File: src/design/sswd_pkg.sv
package sswd_pkg;

  // ==========================================================
  // timing figures, in their own units
  // ==========================================================
  localparam int unsigned CLK_FREQ_HZ = 200_000_000;
  localparam int unsigned CLK_PERIOD_PS = 5_000;
  localparam longint unsigned RESET_HOLD_TIME_MS = 200;
  localparam longint unsigned WATCHDOG_PERIOD_MS = 1_600;
  localparam longint unsigned MR_MIN_LOW_NS = 1_000;
  localparam longint unsigned MR_GLITCH_NS = 100;
  localparam longint unsigned KICK_MIN_LEVEL_NS = 50;
  localparam longint unsigned SLOW_TICK_US = 100;

  // ==========================================================
  // derived cycle counts
  // ==========================================================
  // glitch filter: a low shorter than this is ignored
  localparam int unsigned MR_FILT_CYC =
    int'((MR_GLITCH_NS * 1000 + CLK_PERIOD_PS - 1) / CLK_PERIOD_PS);
  localparam int unsigned KICK_MIN_CYC =
    int'((KICK_MIN_LEVEL_NS * 1000 + CLK_PERIOD_PS - 1) / CLK_PERIOD_PS);
  // slow timing clock as a tick enable, one pulse per tick period
  localparam int unsigned SLOW_TICK_CYC =
    int'(SLOW_TICK_US * 1_000_000 / CLK_PERIOD_PS);
  localparam int unsigned RESET_HOLD_TICKS =
    int'(RESET_HOLD_TIME_MS * 1000 / SLOW_TICK_US);
  localparam int unsigned WATCHDOG_TICKS =
    int'(WATCHDOG_PERIOD_MS * 1000 / SLOW_TICK_US);

  // ==========================================================
  // widths and reset values
  // ==========================================================
  localparam int unsigned TICK_W = 32;
  localparam logic RST_OUT_RESET = 1'b0;
  localparam logic WDO_RESET = 1'b0;

  typedef enum logic [2:0] {
    SSWD_RST_ASSERT = 3'h1,
    SSWD_RST_HOLD = 3'h2,
    SSWD_RST_RUN = 3'h4
  } sswd_rst_state_t;

  typedef struct packed {
    logic undervoltage;
    logic manual_reset_n;
    logic watchdog_kick;
    logic kick_driven;
    logic aux_supply_sense;
  } sswd_pins_t;

endpackage

File: src/design/sswd_supervisor.sv
`timescale 1ns/1ps

// ==========================================================
// supervisor: reset stretch, watchdog, aux power-fail flag
// ==========================================================
module sswd_supervisor #(
  parameter int unsigned RESET_HOLD_TICKS = sswd_pkg::RESET_HOLD_TICKS,
  parameter int unsigned WATCHDOG_TICKS = sswd_pkg::WATCHDOG_TICKS,
  parameter int unsigned SLOW_TICK_CYC = sswd_pkg::SLOW_TICK_CYC,
  parameter int unsigned MR_FILT_CYC = sswd_pkg::MR_FILT_CYC
) (
  input wire logic clk_i,
  input wire logic rst_b_i,
  input wire sswd_pkg::sswd_pins_t pins_i,
  output logic reset_n_o,
  output logic watchdog_expired_n_o,
  output logic aux_supply_fail_n_o
);

  // ==========================================================
  // parameter checks
  // ==========================================================
  if (RESET_HOLD_TICKS < 1 || WATCHDOG_TICKS < 1 || SLOW_TICK_CYC < 1) begin : g_bad_timing
    $error("sswd_supervisor: unusable timing parameters");
  end
  // the glitch filter counter is eight bits wide
  if (MR_FILT_CYC < 1 || MR_FILT_CYC > 255) begin : g_bad_filter
    $error("sswd_supervisor: glitch filter length out of range");
  end

  // ==========================================================
  // input synchronisers
  // ==========================================================
  // all pin inputs are asynchronous to clk_i
  localparam int unsigned NPIN = 5;
  logic [NPIN-1:0] sync1_q;
  logic [NPIN-1:0] sync2_q;
  logic [NPIN-1:0] sync1_d;
  logic [NPIN-1:0] sync2_d;
  // idle value: supply low, mr high, no aux fail
  localparam logic [NPIN-1:0] SYNC_RESET = 5'h19;

  always_comb begin
    sync1_d = pins_i;
    sync2_d = sync1_q;
  end

  always_ff @(posedge clk_i or negedge rst_b_i) begin
    if (!rst_b_i) begin
      sync1_q <= SYNC_RESET;
      sync2_q <= SYNC_RESET;
    end else begin
      sync1_q <= sync1_d;
      sync2_q <= sync2_d;
    end
  end

  sswd_pkg::sswd_pins_t pin_s;
  assign pin_s = sswd_pkg::sswd_pins_t'(sync2_q);

  // ==========================================================
  // terminal-count decode
  // ==========================================================
  // shared by the filter, divider, hold and watchdog counters
  function automatic logic sswd_at_last(
    input logic [sswd_pkg::TICK_W-1:0] cnt,
    input int unsigned limit
  );
    return cnt >= sswd_pkg::TICK_W'(limit - 1);
  endfunction

  // ==========================================================
  // slow tick strobe
  // ==========================================================
  logic [sswd_pkg::TICK_W-1:0] tick_cnt_q;
  logic [sswd_pkg::TICK_W-1:0] tick_cnt_d;
  logic tick;

  // one divider paces hold and watchdog, so both periods drift alike
  always_comb begin
    // free-running divider stands in for the slow oscillator
    tick = sswd_at_last(tick_cnt_q, SLOW_TICK_CYC);
    tick_cnt_d = tick ? '0 : tick_cnt_q + 1'b1;
  end

  always_ff @(posedge clk_i or negedge rst_b_i) begin
    if (!rst_b_i) begin
      tick_cnt_q <= '0;
    end else begin
      tick_cnt_q <= tick_cnt_d;
    end
  end

  // ==========================================================
  // manual reset glitch filter
  // ==========================================================
  logic [7:0] mr_cnt_q;
  logic [7:0] mr_cnt_d;
  logic mr_low_q;
  logic mr_low_d;

  always_comb begin
    mr_cnt_d = 8'h00;
    mr_low_d = mr_low_q;
    // pull-up keeps an open pin high, so only a driven low counts
    if (!pin_s.manual_reset_n) begin
      if (sswd_at_last(sswd_pkg::TICK_W'(mr_cnt_q), MR_FILT_CYC)) begin
        mr_low_d = 1'b1;
        mr_cnt_d = mr_cnt_q;
      end else begin
        mr_cnt_d = mr_cnt_q + 8'h01;
      end
    end else begin
      mr_low_d = 1'b0;
    end
  end

  always_ff @(posedge clk_i or negedge rst_b_i) begin
    if (!rst_b_i) begin
      mr_cnt_q <= 8'h00;
      mr_low_q <= 1'b0;
    end else begin
      mr_cnt_q <= mr_cnt_d;
      mr_low_q <= mr_low_d;
    end
  end

  // ==========================================================
  // reset generator
  // ==========================================================
  sswd_pkg::sswd_rst_state_t rst_state_q;
  sswd_pkg::sswd_rst_state_t rst_state_d;
  logic [sswd_pkg::TICK_W-1:0] hold_cnt_q;
  logic [sswd_pkg::TICK_W-1:0] hold_cnt_d;
  logic reset_n_q;
  logic reset_n_d;
  logic rst_cause;

  // watchdog state is deliberately absent from the causes
  assign rst_cause = pin_s.undervoltage || mr_low_q;

  always_comb begin
    rst_state_d = rst_state_q;
    hold_cnt_d = hold_cnt_q;
    unique case (rst_state_q)
      sswd_pkg::SSWD_RST_ASSERT: begin
        hold_cnt_d = '0;
        if (!rst_cause) begin
          rst_state_d = sswd_pkg::SSWD_RST_HOLD;
        end
      end
      sswd_pkg::SSWD_RST_HOLD: begin
        if (rst_cause) begin
          rst_state_d = sswd_pkg::SSWD_RST_ASSERT;
        end else if (tick) begin
          // tick phase is free, so the stretch may be one tick short
          if (sswd_at_last(hold_cnt_q, RESET_HOLD_TICKS)) begin
            rst_state_d = sswd_pkg::SSWD_RST_RUN;
          end else begin
            hold_cnt_d = hold_cnt_q + 1'b1;
          end
        end
      end
      sswd_pkg::SSWD_RST_RUN: begin
        if (rst_cause) begin
          rst_state_d = sswd_pkg::SSWD_RST_ASSERT;
        end
      end
      default: begin
        rst_state_d = sswd_pkg::SSWD_RST_ASSERT;
      end
    endcase
    reset_n_d = (rst_state_d == sswd_pkg::SSWD_RST_RUN);
  end

  always_ff @(posedge clk_i or negedge rst_b_i) begin
    if (!rst_b_i) begin
      rst_state_q <= sswd_pkg::SSWD_RST_ASSERT;
      hold_cnt_q <= '0;
      reset_n_q <= sswd_pkg::RST_OUT_RESET;
    end else begin
      rst_state_q <= rst_state_d;
      hold_cnt_q <= hold_cnt_d;
      reset_n_q <= reset_n_d;
    end
  end

  // ==========================================================
  // kick edge detector
  // ==========================================================
  logic kick_prev_q;
  logic kick_prev_d;
  logic kick_edge;

  // prev resets to the synchroniser's idle kick level, so no false edge
  always_comb begin
    kick_prev_d = pin_s.watchdog_kick;
    // kick levels of 50 ns span ten clocks, so no edge is missed
    kick_edge = pin_s.watchdog_kick ^ kick_prev_q;
  end

  always_ff @(posedge clk_i or negedge rst_b_i) begin
    if (!rst_b_i) begin
      kick_prev_q <= 1'b0;
    end else begin
      kick_prev_q <= kick_prev_d;
    end
  end

  // ==========================================================
  // watchdog timer
  // ==========================================================
  logic wd_en;
  logic [sswd_pkg::TICK_W-1:0] wd_cnt_q;
  logic [sswd_pkg::TICK_W-1:0] wd_cnt_d;
  logic wd_exp_q;
  logic wd_exp_d;

  assign wd_en = pin_s.kick_driven;

  always_comb begin
    wd_cnt_d = wd_cnt_q;
    wd_exp_d = wd_exp_q;
    if (!wd_en || kick_edge || !reset_n_q) begin
      // clear acts in the same clock, far inside the 35 ms bound
      wd_cnt_d = '0;
      wd_exp_d = 1'b0;
    end else if (tick && !wd_exp_q) begin
      if (sswd_at_last(wd_cnt_q, WATCHDOG_TICKS)) begin
        wd_exp_d = 1'b1;
      end else begin
        wd_cnt_d = wd_cnt_q + 1'b1;
      end
    end
  end

  always_ff @(posedge clk_i or negedge rst_b_i) begin
    if (!rst_b_i) begin
      wd_cnt_q <= '0;
      wd_exp_q <= 1'b0;
    end else begin
      wd_cnt_q <= wd_cnt_d;
      wd_exp_q <= wd_exp_d;
    end
  end

  // ==========================================================
  // watchdog output
  // ==========================================================
  logic wdo_q;
  logic wdo_d;

  always_comb begin
    // undervoltage forces low; recovery releases with no stretch
    wdo_d = !pin_s.undervoltage && !wd_exp_d;
  end

  always_ff @(posedge clk_i or negedge rst_b_i) begin
    if (!rst_b_i) begin
      wdo_q <= sswd_pkg::WDO_RESET;
    end else begin
      wdo_q <= wdo_d;
    end
  end

  // ==========================================================
  // aux power-fail flag and outputs
  // ==========================================================
  logic pfo_q;
  logic pfo_d;

  assign pfo_d = pin_s.aux_supply_sense;

  always_ff @(posedge clk_i or negedge rst_b_i) begin
    if (!rst_b_i) begin
      pfo_q <= 1'b1;
    end else begin
      pfo_q <= pfo_d;
    end
  end

  assign reset_n_o = reset_n_q;
  assign watchdog_expired_n_o = wdo_q;
  assign aux_supply_fail_n_o = pfo_q;

endmodule

File: config.mk
export PLATFORM = sky130hd
export DESIGN_NAME = sswd_supervisor
export DESIGN_NICKNAME = d
export VERILOG_FILES = /design/src/design/sswd_pkg.sv /design/src/design/sswd_supervisor.sv
export SDC_FILE = /design/constraint.sdc
export NUM_CORES = 1
export LEC_CHECK = 0
export BUFFER_PORTS_ARGS = -buffer_cell sky130_fd_sc_hd__buf_2
export CAP_MARGIN = 15
export CORE_MARGIN = 5
export CORE_UTILIZATION = 40
export DETAILED_ROUTE_END_ITERATION = 16
export PLACE_DENSITY_LB_ADDON = 0.05
export SYNTH_ARGS = -nofsm -noshare
export SYNTH_HDL_FRONTEND = slang
export SYNTH_SLANG_ARGS = --single-unit
File: constraint.sdc
create_clock -name clk_i -period 5.7 [get_ports clk_i]
set_clock_uncertainty 0.05 [all_clocks]
set_input_delay 0.855 -clock clk_i [delete_from_list [all_inputs] [get_ports clk_i]]
set_output_delay 0.855 -clock clk_i [all_outputs]
set_load 0.01 [all_outputs]
Word-level counts from Yosys, hierarchy flattened:

Cells that the tools add are included.
Widths: inputs -> output; s select.

* add/subtract/negate cells: 4
* order comparisons: 4
* equal/unequal tests: 9
* multiplexer cells: 21
* bitwise logic cells: 1
* reductions and logical operators: 15

Operators with widths (number)
* $mux 32: 7
* $add 32x1->32 const B: 3
* $pmux 32 s2: 1
* $ge 32x11->1 const B: 1
* $ge 32x14->1 const B: 1
* $ge 32x15->1 const B: 1
* $mux 8: 2
* $mux 3: 5
* $ne 2x2->1 const B: 5
* $pmux 3 s3: 1
* $add 8x1->8 const B: 1
* $ge 8x5->1 const B: 1
* $eq 3x3->1 const B: 2
* $reduce_bool 2->1: 3
* $logic_not 1->1: 5
* $mux 1: 5
* $reduce_and 4->1: 1
* $eq 3x1->1 const B: 1
* $eq 3x2->1 const B: 1
* $logic_or 1x1->1: 3
* $logic_and 1x1->1: 2
* $reduce_and 2->1: 1
* $xor 1x1->1: 1

* bits in registers: 123
* input bits: 7
* output and inout port bits: 3
* logic and storage cells: 67

Longest topological paths before layout:

* depth after elaboration: 6
* mapped depth: 8
* depth with buffers taken out: 6

Worst setup path before layout:

OpenSTA, ideal clock, no wires.

* path kind: register to register
* from: register wd_cnt_q[0] (netlist name)
* to: register wd_cnt_q[9] (netlist name)
* library setup time: 78 ps
* arrival time: 2159 ps
* data required time: 5572 ps
* setup slack: 3413 ps
* stages on the path, launching flop included: 7
* buffers on the path: 0
* clock period less this slack: 2287 ps
* cells stage by stage: dfrtp_1 -> ha_1 -> and3_1 -> a211o_1 -> a2111o_1 -> or4_1 -> a21oi_1

* word-level cells in the longest chain between the ends: 4
* elaborated cells on any way between the ends: 7
* those cells by class: add/sub: 1; order compare: 1; eq/ne: 1; mux: 3; reduce/logical: 1

Ends and longest elaborated chain
* start: declaration: line sswd_supervisor.sv:214 `logic [sswd_pkg::TICK_W-1:0] wd_cnt_q;`
* start signal: assignment: line sswd_supervisor.sv:242 `wd_cnt_q <= wd_cnt_d;`
* $add 32x1->32: line sswd_supervisor.sv:232 `wd_cnt_d = wd_cnt_q + 1'b1;`
* $mux 32: line sswd_supervisor.sv:229 `if (sswd_at_last(wd_cnt_q, WATCHDOG_TICKS)) begin`
* $mux 32: line sswd_supervisor.sv:228 `end else if (tick && !wd_exp_q) begin`
* $mux 32: line sswd_supervisor.sv:224 `if (!wd_en || kick_edge || !reset_n_q) begin`

Parallel ways exist; a longest one is shown, timed or not. The select of a mux whose other input is x is not followed.
A chain may end at the register's enable or synchronous reset.

Worst setup path after layout:

* from: register tick_cnt_q[13] (netlist name)
* to: register hold_cnt_q[1] (netlist name)

* word-level cells in the longest chain between the ends: 3

Ends and longest elaborated chain
* start: declaration: line sswd_supervisor.sv:75 `logic [sswd_pkg::TICK_W-1:0] tick_cnt_q;`
* start signal: assignment: line sswd_supervisor.sv:90 `tick_cnt_q <= tick_cnt_d;`
* $ge 32x15->1: line sswd_supervisor.sv:69 `return cnt >= sswd_pkg::TICK_W'(limit - 1);`
* $ne 2x2->1 (no line)
* $reduce_and 4->1 (no line)
* end signal: assignment: line sswd_supervisor.sv:183 `hold_cnt_q <= hold_cnt_d;`
* end: declaration: line sswd_supervisor.sv:133 `logic [sswd_pkg::TICK_W-1:0] hold_cnt_q;`

Every way passes these cells.

==> metrics.md <==
| Metric | Value |
|---|---|
| Status | `completed` |
| GRT overflow | `0` |
| Total GRT Usage | `0.129` |
| Mapped Avg Cell Area | `approximately 12 um^2` |
| Root Driver | `clkbuf_16` |
| Seq/Total Area, Yosys | `0.623` |
| Worst-path fanout max | `31` |
| Synth Register Bits | `approximately 120` |
| Post-CTS setup buffers | `0` |
| Comb pwr share | `0.025` |
| # rows | `40` |
| DRC errors left | `0` |
| CTS H-Tree Depth | `4` |
| Post-synth EDFFs | `0` |
| First-pass GRT wire length | `~15000 um` |
| RSZ-0062 raised after global routing | `no` |
| Final setup violation count | `0` |
| Slew HR | `0.277` |
| Seq pwr share | `0.410` |
| CP peak stage delay | `approximately 870 ps` |
| Final net count | `roughly 470` |
| Top cell type's share of synthesized area | `0.580` |
| Vias | `3113` |
| # resized after CTS | `0` |
| Final ANT Viol Nets | `0` |
| Core ar. | `12100 um^2` |
| IO Port Bufs | `9` |
| Power share of the clock group | `0.565` |
| Worst path required time | `just under 6000 ps` |
| Sequential Area | `3090 um^2` |
| Initial core utilization | `0.411` |
| Reg clk slew, reported paths | `60 ps` |
| DR pass1 iterations | `6` |
| Kind of critical path | `reg2reg` |
| IO Count | `10` |
| Final Core Density | `0.492` |
| Vias/cell | `around 4.9` |
| Arr. time, crit path | `approximately 3000 ps` |
| Sw Pwr | `~450 uW` |
| Share of cells above drive strength 1 | `0.134` |
| Initial antenna violation count | `0` |
| Cells after Synth | `about 430` |
| Post-synth top area cell | `dfrtp_1` |
| Max Cap Viol | `0` |
| Syn. warnings | `0` |
| CP top delay family | `simple AND/OR/NAND/NOR gates` |
| Post-DP HPWL | `5020 um` |
| Worst-Margin Slew | `between 1000 and 1500 ps` |
| Total negative slack | `0 ps` |
| Fin. Hold Viols | `0` |
| Pin count of the biggest net entering global routing | `just under 80` |
| CTS tree | `done` |
| Ranking of synthesized cells by area | `dfrtp_1, and2_1, dfstp_2` |
| Cell Int Power | `about 1800 uW` |
| CTS buffer count | `17` |
| Area growth syn-to-layout | `19.6%` |
| Distinct cells, synth | `50` |
| Fmax | `0.370 GHz` |
| Critical path capture point type | `flop` |
| PwrDens | `~370 nW/um^2` |
| Fin crit share | `0.474` |
| HP Class | `reg2reg` |
| Die Ht | `around 120 um` |
| Clock Tree Buf Depth | `2` |
| Switch share | `0.203` |
| Asr flop ratio synth | `1.00` |
| Clk_lat worst skew | `approximately 420 ps` |
| Critical path launch point type | `flop` |
| Crit path buf inv count | `0` |
| Post-synth top cells | `dfrtp_1, and2_1, nand2_1, nor2_1, nand3_1` |
| CP max stage cell | `or3_1` |
| Die Wd | `121 um` |
| Most numerous cell in the Yosys netlist | `dfrtp_1` |
| VDD IR max | `between 0.2 and 0.25 mV` |
| Drt total wl | `8290 um` |
| Worst-path cell chain | `or4_1 -> a211oi_2 -> or3_1 -> nand2_1 -> a31o_2` |
| DIE AREA | `between 10000 and 15000 um^2` |
| Fin Hold WS | `between 200 and 300 ps` |
| Iter 0 DRT Violations | `219` |
| Antenna Cells | `0` |
| Cts hold-fix bufs | `0` |
| Area occupied by multi-input gates | `~1900 um^2` |
| Pins Over Slew Limit | `0` |
| Mapped cell area | `4960 um^2` |
| Vias in the first global route | `3067` |
| Placed instance area | `approximately 5200 um^2` |
| Final min period | `approximately 2700 ps` |
| Clock Sinks | `roughly 120` |
| Filler Cell Count | `between 1000 and 1500` |
| Design area | `5930 um^2` |
| Placer Congestion | `around 0.75` |
| Top FF cell, synth | `dfrtp_1` |
| Overall power | `~2200 uW` |
| Leak pwr | `0.00272 uW` |
| Wire per inst | `between 10 and 15 um` |
flip-flops by register name, summed over array words and instances, names as in the netlist, 3 cells and up:
| name | count |
|---|---|
| hold_cnt_q | 32 |
| mr_cnt_q | 8 |
| pin_s | 5 |
| rst_state_q | 3 |
| sync1_q | 5 |
| tick_cnt_q | 32 |
| wd_cnt_q | 32 |
worst register-to-register path, stage by stage, from the launching register on:
cell and delay (ps):
dfrtp_1 410, or4_1 530, a211oi_2 210, or3_1 870, nand2_1 220, a31o_2 310
final timing paths:
kind / startpoint / to / slack, ps / depth (start not counted)
max: tick_cnt_q[13] / hold_cnt_q[1] / 3000 / 5
min reg2reg: sync1_q[2] / pin_s[2] / 300 / 0
max in group asynchronous: rst_b_i / wd_cnt_q[30] / 3940 / 2
min in group asynchronous: rst_b_i / wd_cnt_q[21] / 530 / 1
max reg2reg: tick_cnt_q[13] / hold_cnt_q[1] / 3000 / 5
min: sync1_q[2] / pin_s[2] / 300 / 0
cells in the final DEF (no fill, tap or decap), types with 5 or more instances in the layout:
master	instances
a21oi_1	13
bufinv_16	6
nor4_1	14
nand4_1	11
a31oi_1	5
o31ai_1	6
and3_1	9
or4_1	8
clkbuf_16	17
nor2_1	31
conb_1	17
nand2b_1	11
nor3_1	7
buf_2	8
and2_1	44
mux2i_1	10
xnor2_1	7
o21ai_0	6
xor2_1	7
dfrtp_1	115
nand3_1	19
nand2_1	31
dfstp_2	8
per-layer routing:
metal | global-route usage | vias to the layer above | share of wire
met1 | 0.165 | 1510 | 0.49
met2 | 0.187 | 29 | 0.45
met4 | 0.0637 | 0 | 0.019
met5 | 0 | - | 0
li1 | - | 1558 | -
met3 | 0.0545 | 16 | 0.036
logic make-up (layout without fill, tap and decap cells):
kind of cell	Yosys count	after routing	share of synthesized area
xor+xnor	14	14	0.0247
fa+ha+maj	4	4	0.0101
other cells	1	17	0.000756
buf+inv	18	46	0.0141
mux	10	10	0.0202
flops	123	123	0.623
simple gates	202	202	0.224
compound gates	53	53	0.0835
stage by stage:
stage	setup WS, ps	std cells
after global routing	2860	637
after global placement	3050	605
after detailed placement	2990	605
after CTS	2970	637
after floorplan	3410	441
final	3000	637
layout make-up:
cell class	instances	share of cell area
clock inverters	13	0.0403
repair buffers	11	0.0106
multi-input cells	300	0.315
flip-flops and latches	123	0.521
clock buffers	19	0.0764
inverters	3	0.00190
well taps	168	0.0355
power groups by stage:
stage               clock (uW)  sequential [uW]  combinational [uW]
floorplan                    0              915                32.3
global placement             0              917                56.4
detailed placement           0              918                57.6
CTS                       1280              902                57.8
global route              1320              904                65.6
finish                    1240              902                55.4
No activity file was read; power rests on OpenSTA's default activity.
